--- config.mk ---
export PLATFORM = sky130hd
export DESIGN_NAME = sfd_frontend
export DESIGN_NICKNAME = d
export VERILOG_FILES = /design/src/logic/sfd_pkg.sv /design/src/logic/sfd_frontend.sv
export VERILOG_INCLUDE_DIRS = /design/src /design/src/logic
export SDC_FILE = /design/constraint.sdc
export NUM_CORES = 2
export LEC_CHECK = 0
export ABC_CLOCK_PERIOD_IN_PS = 24400
export BUFFER_PORTS_ARGS = -buffer_cell sky130_fd_sc_hd__buf_2
export CAP_MARGIN = 20
export CORE_ASPECT_RATIO = 1.25
export CORE_UTILIZATION = 57
export DETAILED_ROUTE_END_ITERATION = 6
export GPL_ROUTABILITY_DRIVEN = 0
export PLACE_DENSITY = 0.78
export SLEW_MARGIN = 20
export SYNTH_ARGS = -nofsm -noshare
export SYNTH_HDL_FRONTEND = slang
export SYNTH_SLANG_ARGS = --single-unit
--- constraint.sdc ---
create_clock -name aclk -period 24.4 [get_ports aclk]
set_clock_uncertainty 0.1 [all_clocks]
set_input_delay 4.88 -clock aclk [delete_from_list [all_inputs] [get_ports aclk]]
set_output_delay 4.88 -clock aclk [all_outputs]
set_load 0.03 [all_outputs]
--- src/logic/sfd_defines.svh ---
// Register map, field positions, reset values and timing counts of the fault front end
`ifndef SFD_DEFINES_SVH
`define SFD_DEFINES_SVH

// ****************************************
// Register byte offsets
// ****************************************
`define SFD_CH_CFG_BASE 8'h00
`define SFD_THRESH_BASE 8'h20
`define SFD_DIN_CFG_BASE 8'h40
`define SFD_STATUS_OFS 8'h50
`define SFD_VIEW_SEL_OFS 8'h54
`define SFD_VIEW_OFS 8'h58

// ****************************************
// Field positions
// ****************************************
`define SFD_CFG_RANGE 1:0
`define SFD_CFG_MODE 3:2
`define SFD_CFG_GLITCH 10:4
`define SFD_CFG_HYST 15:11
`define SFD_THR_UV 7:0
`define SFD_THR_OV 15:8
`define SFD_DIN_DIGITAL 0
`define SFD_DIN_EDGE 1
`define SFD_DIN_PULLDOWN 2
`define SFD_DIN_WIDTH 9:3

// ****************************************
// Reset values
// ****************************************
`define SFD_CH_CFG_RST 16'h0008
`define SFD_THRESH_RST 16'hFF00
`define SFD_DIN_CFG_RST 10'h000
`define SFD_HYST_MAX 5'h1F

// ****************************************
// Timing
// ****************************************
`define SFD_CLK_HZ 20000000
`define SFD_MAX_TIME_US 100
`define SFD_TICKS_PER_US (`SFD_CLK_HZ / 1000000)
`define SFD_MAX_TICKS (`SFD_MAX_TIME_US * `SFD_TICKS_PER_US)

// ****************************************
// Range table, bottom and span in microvolts
// ****************************************
`define SFD_R0_BOT 573000
`define SFD_R0_SPAN 802000
`define SFD_R1_BOT 1250000
`define SFD_R1_SPAN 1750000
`define SFD_R2_BOT 2500000
`define SFD_R2_SPAN 3500000
`define SFD_R3_BOT 4800000
`define SFD_R3_SPAN 9600000
`define SFD_CODE_FULL 255

`endif

--- src/logic/sfd_pkg.sv ---
// Types shared by the fault front end
`default_nettype none
package sfd_pkg;
  typedef enum logic [1:0] {
    SFD_MODE_UNDER,
    SFD_MODE_OVER,
    SFD_MODE_WINDOW
  } sfd_mode_t;

  typedef enum logic [1:0] {
    SFD_RANGE_LOW,
    SFD_RANGE_MID,
    SFD_RANGE_HIGH,
    SFD_RANGE_TOP
  } sfd_range_t;

  typedef enum logic [1:0] {
    SFD_RESP_OKAY = 2'h0,
    SFD_RESP_SLVERR = 2'h2
  } sfd_resp_t;
endpackage
`default_nettype wire

--- src/logic/sfd_frontend.sv ---
// Digital back end of the eight channel supply fault detector front end
//
// Chosen here: register access over AXI4-Lite and the register offsets.
`include "sfd_defines.svh"
`default_nettype none
module sfd_frontend
  import sfd_pkg::*;
(
  input wire logic aclk,
  input wire logic aresetn,
  input wire logic [7:0] s_axi_awaddr,
  input wire logic [2:0] s_axi_awprot,
  input wire logic s_axi_awvalid,
  output logic s_axi_awready,
  input wire logic [31:0] s_axi_wdata,
  input wire logic [3:0] s_axi_wstrb,
  input wire logic s_axi_wvalid,
  output logic s_axi_wready,
  output logic [1:0] s_axi_bresp,
  output logic s_axi_bvalid,
  input wire logic s_axi_bready,
  input wire logic [7:0] s_axi_araddr,
  input wire logic [2:0] s_axi_arprot,
  input wire logic s_axi_arvalid,
  output logic s_axi_arready,
  output logic [31:0] s_axi_rdata,
  output logic [1:0] s_axi_rresp,
  output logic s_axi_rvalid,
  input wire logic s_axi_rready,
  input wire logic [7:0] cmp_under,
  input wire logic [7:0] cmp_over,
  input wire logic [3:0] dual_function_pin,
  output logic [7:0][7:0] under_ref_code,
  output logic [7:0][7:0] over_ref_code,
  output logic [7:0][1:0] range_sel,
  output logic [3:0] dual_to_dedicated,
  output logic [3:0] pulldown_en,
  output logic [7:0] supply_fault,
  output logic [3:0] warning,
  output logic warning_any,
  output logic [3:0] digital_input
);

  // ****************************************
  // Functions
  // ****************************************
  // Program time in us to clock ticks, saturated at the 100 us ceiling
  function automatic logic [11:0] us_to_ticks(input logic [6:0] us);
    logic [11:0] t;
    t = 12'(us) * 12'(`SFD_TICKS_PER_US);
    if (t > 12'(`SFD_MAX_TICKS)) begin
      t = 12'(`SFD_MAX_TICKS);
    end
    return t;
  endfunction
  // Clamp a requested range to what the channel can offer
  function automatic logic [1:0] legal_range(input int ch, input logic [1:0] req);
    logic [1:0] r;
    r = req;
    if (ch >= 4) begin
      r = 2'(SFD_RANGE_LOW);
    end else if (ch == 3) begin
      r = (req < 2'(SFD_RANGE_HIGH)) ? 2'(SFD_RANGE_HIGH) : req;
    end else if (req == 2'(SFD_RANGE_TOP)) begin
      r = 2'(SFD_RANGE_HIGH);
    end
    return r;
  endfunction
  // Threshold in microvolts for a range and code
  function automatic logic [31:0] thresh_uv(input logic [1:0] rng, input logic [7:0] code);
    logic [39:0] bot;
    logic [39:0] span;
    logic [39:0] v;
    unique case (rng)
      2'd0: begin bot = 40'(`SFD_R0_BOT); span = 40'(`SFD_R0_SPAN); end
      2'd1: begin bot = 40'(`SFD_R1_BOT); span = 40'(`SFD_R1_SPAN); end
      2'd2: begin bot = 40'(`SFD_R2_BOT); span = 40'(`SFD_R2_SPAN); end
      default: begin bot = 40'(`SFD_R3_BOT); span = 40'(`SFD_R3_SPAN); end
    endcase
    v = bot + (span * 40'(code)) / 40'(`SFD_CODE_FULL);
    return v[31:0];
  endfunction
  // Byte lane merge for AXI writes
  function automatic logic [31:0] merge(input logic [31:0] old, input logic [31:0] nw,
                                        input logic [3:0] strb);
    logic [31:0] m;
    m = old;
    for (int b = 0; b < 4; b++) begin
      if (strb[b]) begin
        m[8*b +: 8] = nw[8*b +: 8];
      end
    end
    return m;
  endfunction
  // ****************************************
  // Register state
  // ****************************************
  logic [15:0] ch_cfg_q [8];
  logic [15:0] thresh_q [8];
  logic [9:0] din_cfg_q [4];
  logic [2:0] view_sel_q;
  logic [7:0] aw_addr_q;
  logic aw_full_q;
  logic w_full_q;
  logic [31:0] w_data_q;
  logic [3:0] w_strb_q;
  // ****************************************
  // Write decode
  // ****************************************
  wire do_write = aw_full_q && w_full_q && !s_axi_bvalid;
  wire [2:0] w_ch = aw_addr_q[4:2];
  wire w_cfg = aw_addr_q[7:5] == 3'h0;
  wire w_thr = aw_addr_q[7:5] == 3'h1;
  wire w_din = aw_addr_q[7:4] == 4'h4;
  wire w_vsel = aw_addr_q[7:2] == `SFD_VIEW_SEL_OFS >> 2;
  wire w_ro = aw_addr_q[7:2] == `SFD_STATUS_OFS >> 2 || aw_addr_q[7:2] == `SFD_VIEW_OFS >> 2;
  wire w_hit = w_cfg || w_thr || w_din || w_vsel || w_ro;
  wire [31:0] cfg_new = merge({16'h0000, ch_cfg_q[w_ch]}, w_data_q, w_strb_q);
  wire [31:0] thr_new = merge({16'h0000, thresh_q[w_ch]}, w_data_q, w_strb_q);
  wire [31:0] din_new = merge({22'h000000, din_cfg_q[w_ch[1:0]]}, w_data_q, w_strb_q);
  wire [31:0] vsel_new = merge({29'h00000000, view_sel_q}, w_data_q, w_strb_q);
  // ****************************************
  // Write channel
  // ****************************************
  // One write in flight: both ready lines drop once their beat is held
  always_ff @(posedge aclk) begin
    if (!aresetn) begin
      s_axi_awready <= 1'b1;
      s_axi_wready <= 1'b1;
      s_axi_bvalid <= 1'b0;
      s_axi_bresp <= 2'h0;
      aw_full_q <= 1'b0;
      w_full_q <= 1'b0;
      aw_addr_q <= 8'h00;
      w_data_q <= 32'h00000000;
      w_strb_q <= 4'h0;
    end else begin
      if (s_axi_awvalid && s_axi_awready) begin
        aw_addr_q <= s_axi_awaddr;
        aw_full_q <= 1'b1;
        s_axi_awready <= 1'b0;
      end
      if (s_axi_wvalid && s_axi_wready) begin
        w_data_q <= s_axi_wdata;
        w_strb_q <= s_axi_wstrb;
        w_full_q <= 1'b1;
        s_axi_wready <= 1'b0;
      end
      if (do_write) begin
        aw_full_q <= 1'b0;
        w_full_q <= 1'b0;
        s_axi_bvalid <= 1'b1;
        s_axi_bresp <= w_hit ? 2'(SFD_RESP_OKAY) : 2'(SFD_RESP_SLVERR);
      end
      if (s_axi_bvalid && s_axi_bready) begin
        s_axi_bvalid <= 1'b0;
        s_axi_awready <= 1'b1;
        s_axi_wready <= 1'b1;
      end
    end
  end
  always_ff @(posedge aclk) begin
    if (!aresetn) begin
      for (int i = 0; i < 8; i++) begin
        ch_cfg_q[i] <= `SFD_CH_CFG_RST;
        thresh_q[i] <= `SFD_THRESH_RST;
      end
      for (int i = 0; i < 4; i++) begin
        din_cfg_q[i] <= `SFD_DIN_CFG_RST;
      end
      view_sel_q <= 3'h0;
    end else if (do_write) begin
      if (w_cfg) begin
        ch_cfg_q[w_ch] <= {cfg_new[15:2], legal_range(int'(w_ch), cfg_new[1:0])};
      end
      if (w_thr) begin
        thresh_q[w_ch] <= thr_new[15:0];
      end
      if (w_din && !w_ch[2]) begin
        din_cfg_q[w_ch[1:0]] <= din_new[9:0];
      end
      if (w_vsel) begin
        view_sel_q <= vsel_new[2:0];
      end
    end
  end
  // ****************************************
  // Channel roles and ranges
  // ****************************************
  logic [3:0] is_digital;
  logic [1:0] eff_range [8];
  always_comb begin
    for (int i = 0; i < 4; i++) begin
      is_digital[i] = din_cfg_q[i][`SFD_DIN_DIGITAL];
      eff_range[i] = ch_cfg_q[i][`SFD_CFG_RANGE];
      // Warning detector borrows the primary detector's range
      eff_range[4 + i] = is_digital[i] ? ch_cfg_q[i][`SFD_CFG_RANGE] : 2'(SFD_RANGE_LOW);
    end
  end
  // ****************************************
  // Comparator state and hysteresis
  // ****************************************
  // Comparators see the shifted reference, so their raw output is the fault state
  logic [7:0] under_q;
  logic [7:0] over_q;
  logic [7:0] raw_fault;
  logic [7:0][7:0] under_ref_d;
  logic [7:0][7:0] over_ref_d;
  always_comb begin
    for (int i = 0; i < 8; i++) begin
      logic [8:0] up;
      logic [4:0] hy;
      hy = ch_cfg_q[i][`SFD_CFG_HYST];
      up = 9'(thresh_q[i][`SFD_THR_UV]) + 9'(hy);
      under_ref_d[i] = thresh_q[i][`SFD_THR_UV];
      over_ref_d[i] = thresh_q[i][`SFD_THR_OV];
      if (under_q[i]) begin
        under_ref_d[i] = up[8] ? 8'hFF : up[7:0];
      end
      if (over_q[i]) begin
        over_ref_d[i] = (thresh_q[i][`SFD_THR_OV] > 8'(hy)) ?
                        thresh_q[i][`SFD_THR_OV] - 8'(hy) : 8'h00;
      end
      unique case (ch_cfg_q[i][`SFD_CFG_MODE])
        2'(SFD_MODE_UNDER): raw_fault[i] = under_q[i];
        2'(SFD_MODE_OVER): raw_fault[i] = over_q[i];
        default: raw_fault[i] = under_q[i] || over_q[i];
      endcase
    end
  end
  // ****************************************
  // Glitch filters, 8 detectors and 4 pins
  // ****************************************
  // A change must hold for the full timeout, so the output lags by the timeout
  logic [11:0] gf_in;
  logic [11:0] gf_out_q;
  logic [11:0] gf_cnt_q [12];
  logic [11:0] gf_ticks [12];
  always_comb begin
    for (int i = 0; i < 8; i++) begin
      gf_in[i] = raw_fault[i];
      gf_ticks[i] = us_to_ticks(ch_cfg_q[i][`SFD_CFG_GLITCH]);
    end
    for (int i = 0; i < 4; i++) begin
      gf_in[8 + i] = dual_function_pin[i];
      // Pins reuse their channel's filter setting
      gf_ticks[8 + i] = us_to_ticks(ch_cfg_q[4 + i][`SFD_CFG_GLITCH]);
    end
  end
  always_ff @(posedge aclk) begin
    if (!aresetn) begin
      under_q <= 8'h00;
      over_q <= 8'h00;
      gf_out_q <= 12'h000;
      for (int i = 0; i < 12; i++) begin
        gf_cnt_q[i] <= 12'h000;
      end
    end else begin
      under_q <= cmp_under;
      over_q <= cmp_over;
      for (int i = 0; i < 12; i++) begin
        if (gf_in[i] == gf_out_q[i]) begin
          gf_cnt_q[i] <= 12'h000;
        end else if (gf_cnt_q[i] + 12'h001 >= gf_ticks[i]) begin
          gf_out_q[i] <= gf_in[i];
          gf_cnt_q[i] <= 12'h000;
        end else begin
          gf_cnt_q[i] <= gf_cnt_q[i] + 12'h001;
        end
      end
    end
  end
  // ****************************************
  // Digital input blocks
  // ****************************************
  logic [3:0] din_prev_q;
  logic [11:0] pulse_cnt_q [4];
  logic [3:0] din_d;
  logic [3:0] warn_d;
  logic [7:0] fault_d;
  always_comb begin
    for (int i = 0; i < 4; i++) begin
      din_d[i] = 1'b0;
      if (is_digital[i]) begin
        din_d[i] = din_cfg_q[i][`SFD_DIN_EDGE] ? (pulse_cnt_q[i] != 12'h000)
                                               : gf_out_q[8 + i];
      end
      fault_d[i] = gf_out_q[i];
      fault_d[4 + i] = !is_digital[i] && gf_out_q[4 + i];
      warn_d[i] = is_digital[i] && gf_out_q[4 + i];
    end
  end
  // A zero width still gives one clock so no edge goes unseen
  always_ff @(posedge aclk) begin
    if (!aresetn) begin
      din_prev_q <= 4'h0;
      for (int i = 0; i < 4; i++) begin
        pulse_cnt_q[i] <= 12'h000;
      end
    end else begin
      din_prev_q <= gf_out_q[11:8];
      for (int i = 0; i < 4; i++) begin
        if (gf_out_q[8 + i] != din_prev_q[i]) begin
          pulse_cnt_q[i] <= (din_cfg_q[i][`SFD_DIN_WIDTH] == 7'h00) ? 12'h001
                          : us_to_ticks(din_cfg_q[i][`SFD_DIN_WIDTH]);
        end else if (pulse_cnt_q[i] != 12'h000) begin
          pulse_cnt_q[i] <= pulse_cnt_q[i] - 12'h001;
        end
      end
    end
  end
  // ****************************************
  // Registered outputs
  // ****************************************
  always_ff @(posedge aclk) begin
    if (!aresetn) begin
      supply_fault <= 8'h00;
      warning <= 4'h0;
      warning_any <= 1'b0;
      digital_input <= 4'h0;
      pulldown_en <= 4'h0;
      dual_to_dedicated <= 4'h0;
      under_ref_code <= '0;
      over_ref_code <= '0;
      range_sel <= '0;
    end else begin
      supply_fault <= fault_d;
      warning <= warn_d;
      warning_any <= |warn_d;
      digital_input <= din_d;
      pulldown_en <= is_digital & {din_cfg_q[3][2], din_cfg_q[2][2],
                                   din_cfg_q[1][2], din_cfg_q[0][2]};
      dual_to_dedicated <= is_digital;
      under_ref_code <= under_ref_d;
      over_ref_code <= over_ref_d;
      for (int i = 0; i < 8; i++) begin
        range_sel[i] <= eff_range[i];
      end
    end
  end
  // ****************************************
  // Read channel
  // ****************************************
  wire [2:0] r_ch = s_axi_araddr[4:2];
  wire r_cfg = s_axi_araddr[7:5] == 3'h0;
  wire r_thr = s_axi_araddr[7:5] == 3'h1;
  wire r_din = s_axi_araddr[7:4] == 4'h4 && !r_ch[2];
  wire r_stat = s_axi_araddr[7:2] == `SFD_STATUS_OFS >> 2;
  wire r_vsel = s_axi_araddr[7:2] == `SFD_VIEW_SEL_OFS >> 2;
  wire r_view = s_axi_araddr[7:2] == `SFD_VIEW_OFS >> 2;
  wire r_hit = r_cfg || r_thr || r_din || r_stat || r_vsel || r_view;
  wire [31:0] view_val = thresh_uv(eff_range[view_sel_q], thresh_q[view_sel_q][`SFD_THR_UV]);
  wire [31:0] status_val = {15'h0000, warning_any, digital_input, warning, supply_fault};
  wire [31:0] rdata_d = r_cfg ? {16'h0000, ch_cfg_q[r_ch]} :
                        r_thr ? {16'h0000, thresh_q[r_ch]} :
                        r_din ? {22'h000000, din_cfg_q[r_ch[1:0]]} :
                        r_stat ? status_val :
                        r_vsel ? {29'h00000000, view_sel_q} :
                        r_view ? view_val : 32'h00000000;
  always_ff @(posedge aclk) begin
    if (!aresetn) begin
      s_axi_arready <= 1'b1;
      s_axi_rvalid <= 1'b0;
      s_axi_rdata <= 32'h00000000;
      s_axi_rresp <= 2'h0;
    end else if (s_axi_arvalid && s_axi_arready) begin
      s_axi_arready <= 1'b0;
      s_axi_rvalid <= 1'b1;
      s_axi_rdata <= rdata_d;
      s_axi_rresp <= r_hit ? 2'(SFD_RESP_OKAY) : 2'(SFD_RESP_SLVERR);
    end else if (s_axi_rvalid && s_axi_rready) begin
      s_axi_rvalid <= 1'b0;
      s_axi_arready <= 1'b1;
    end
  end

endmodule
`default_nettype wire

==> results.cfg <==
[cells_and_area]
final_util_pct = 66.5
multiInputGateArea_um2 = 35200
nets = 7122
finalInstanceArea_um2 = 64900
final_cell_mix = nor2_1 (589), edfxtp_1 (488), ha_1 (421)
layout-drive-gt1-share_pct = 17.7
regArea_um2 = 20100
final.fill_count = 7377
final_common_cell = nor2_1
area_delta_synth_final_pct = 15.5

[synthesis]
synth_xor_area_share_pct = 5.83
syn_area_um2 = 56200
synthAdderAreaFrac_pct = 14.2
synth-edff-count = 488
ys_seq_area_share_pct = 35.7
yosys.area_share.simple_pct = 19.9
synth_compound_area_share_pct = 13.3
synth_top_family_by_area = simple AND/OR/NAND/NOR gates
yosysWarningCount = 0
synth_ff_type = edfxtp_1
synth_seq_cells = 758
synthArstFlopShare_pct = 0
syn_inst = 5819
syn_avg_cell_area_um2 = 9.66
synth.mux.area_fraction_pct = 7.29
synth.distinct_cells = 118

[timing]
tns_ns = 0
max_slew_margin_pct = 20.2
final.period_utilization_pct = 97.3
max_freq_ghz = 0.0421
maxSlewViolCount = 0
tightestPinTransition_ns = 1.19
setup_viol = 0
holdWs_ns = 0.359
hold_violations = 0
period_minus_slack_ns = 23.75

[placed_design]
dp_hpwl_um = 133000
dpl_cell_area_um2 = 61400
portBuffers = 259

[floorplan]
num_io_pins = 295
core-area_um2 = 97500
start_util_pct = 57.6
die_x_um = 283
die_area_um2 = 99800
die_h_um = 353
rows = 128

[clock_network]
postCtsHoldBufs = 0
numCtsBuffers = 78
cts_tree = built
insertion_delay_ns = 0.68
cts_sinks = 758
clkTransAtPathRegs_ns = 0.07
clock_tree.buffer_depth = 3
cts_max_level = 3
root_buffer = clkbuf_16

[global_route]
overflow = 0
grt_first_pass_wirelength_um = 262000
grt_pass1_vias = 47500
antenna_found_initial = 11
grt_usage_pct = 34.0
grt_max_degree = 85

[critical_path]
rrSetupSlack_ns = 0.65
crit_path_start_kind = flop
crit_fanout = 8
critPathTopFamily = compound AO/OA/AOI/OAI gates
cp_slowest_cell = or4b_1
crit_buf_inv = 17
reg2regPathDepth = 103
crit_top_cell = buf_4
r2r_start = din_cfg_q[1][0]
cp.required_ns = 24.83
cp.arrival_ns = 24.17
critPathKind = flop to flop
r2r_end = s_axi_rdata[24]
worstSetupEndpointType = flop
cp_slowest_stage_delay_ns = 0.61

[worst_hold_path]
min-delay-start = w_strb_q[1]
hold_class = flop to flop
holdPathEnd = w_strb_q[1]
whs_path_depth = 2

[detailed_routing]
first_pass_iters = 6
first_iter_violations = 4882
avgRoutedWirePerCell_um = 22.0
vias = 49000
drc = 0
final_antenna_net_count = 0
routed_wl_um = 173000
drt-vias-per-instance = 6.24

[run]
maxCapViolCount = 0

[run_status]
status = complete, no violations
layer usage:
metal  GRT usage (%)  routed length [µm]  vias to the layer above
li1                -                   -                    22100
met1            40.0               60300                    23300
met2            56.0               81100                     2802
met3            7.28               18400                      731
met4            21.9               12900                        8
met5               0                  50                        -
tightest hold or removal path, cell delays in order, from the launching register on:
cell     delay, ns
dfxtp_1       0.31
nand2_1       0.05
a21oi_1       0.05
stage by stage:
| step | std cells | setup WS, ns |
|---|---|---|
| 3_5_place_dp | 7669 | 0.142 |
| 2_1_floorplan | 5989 | 1.34 |
| 5_1_grt | 7842 | -0.221 |
| 4_1_cts | 7814 | 0.000634 |
| 3_3_place_gp | 7669 | 0.580 |
| 6_report | 7848 | 0.654 |
cells by family (layout without fill, tap and decap cells):
| kind of cell | after synthesis | count (layout) |
|---|---|---|
| flops | 758 | 758 |
| xor+xnor | 370 | 370 |
| other cells | 2 | 178 |
| simple gates | 2205 | 2205 |
| compound gates | 1120 | 1120 |
| buf+inv | 552 | 1105 |
| fa+ha+maj | 560 | 560 |
| mux | 252 | 252 |
state kept, by name, summed over array words and instances (netlist names), 6 cells and up, named ones only:
register	flops
ch_cfg_q	128
gf_out_q	12
thresh_q	128
under_ref_code	64
range_sel	16
under_q	8
over_ref_code	64
w_data_q	16
supply_fault	8
over_q	8
s_axi_rdata	27
gf_cnt_q	144
pulse_cnt_q	48
din_cfg_q	40
aw_addr_q	6
synthesized netlist by cell type, types with 16 or more instances:
cell type,count,share of area [%]
nor2_1,599,4.0
edfxtp_1,488,26
ha_1,430,9.6
nand2_1,390,2.6
inv_1,337,2.3
a21oi_1,315,2.8
dfxtp_1,270,9.6
o21ai_0,257,2.3
xnor2_1,231,3.6
nor2b_1,225,2.5
nand3_1,216,1.9
and2_1,182,2.0
clkbuf_1,142,0.95
xor2_1,136,2.1
fa_1,130,4.6
mux4_2,123,4.9
nor3_1,117,1.0
mux2i_1,112,2.0
nand2b_1,101,1.1
or2_2,91,1.0
a21o_1,85,1.1
and3_1,65,0.72
a211oi_1,61,0.82
nand4_1,43,0.48
nor4_1,37,0.41
a31oi_1,34,0.38
buf_1,34,0.23
or3_1,34,0.38
a22oi_1,32,0.43
o211ai_1,28,0.37
buf_2,27,0.24
o21a_1,22,0.29
o211a_1,19,0.34
o21ai_1,19,0.17
o21bai_1,18,0.24
o22ai_1,18,0.20
nor3b_1,17,0.23
a21boi_0,16,0.21
mux2_2,16,0.32
how the worst max path moves through the flow:
| stage | from | end | slack [ns] | cells after the start |
|---|---|---|---|---|
| global placement | din_cfg_q[3][0] | s_axi_rdata[25] | 0.58 | 98 |
| global route | din_cfg_q[1][0] | s_axi_rdata[23] | -0.22 | 104 |
| finish | din_cfg_q[1][0] | s_axi_rdata[24] | 0.65 | 103 |
| floorplan | view_sel_q[0] | s_axi_rdata[25] | 1.34 | 103 |
| CTS | din_cfg_q[3][0] | s_axi_rdata[25] | 0.0006 | 100 |
| detailed placement | din_cfg_q[3][0] | s_axi_rdata[25] | 0.14 | 102 |
what timing repair did:
action,in CTS,in global routing
pin swaps,0,15
setup endpoints to repair,2,15
resized for setup,1,137
setup buffers,0,27
cell type report:
type	instances	share of cell area, %
inverter	337	1.97
multi-input combinational	4679	54.3
clock inverter	35	0.478
clock buffer	110	3.53
tap	1300	2.51
antenna	6	0.0231
timing repair buffer	623	6.25
sequential	758	30.9
Power is left out: the tool's default activity adds up to more than one toggle a clock period on the data nets, which glitch-free logic cannot reach.
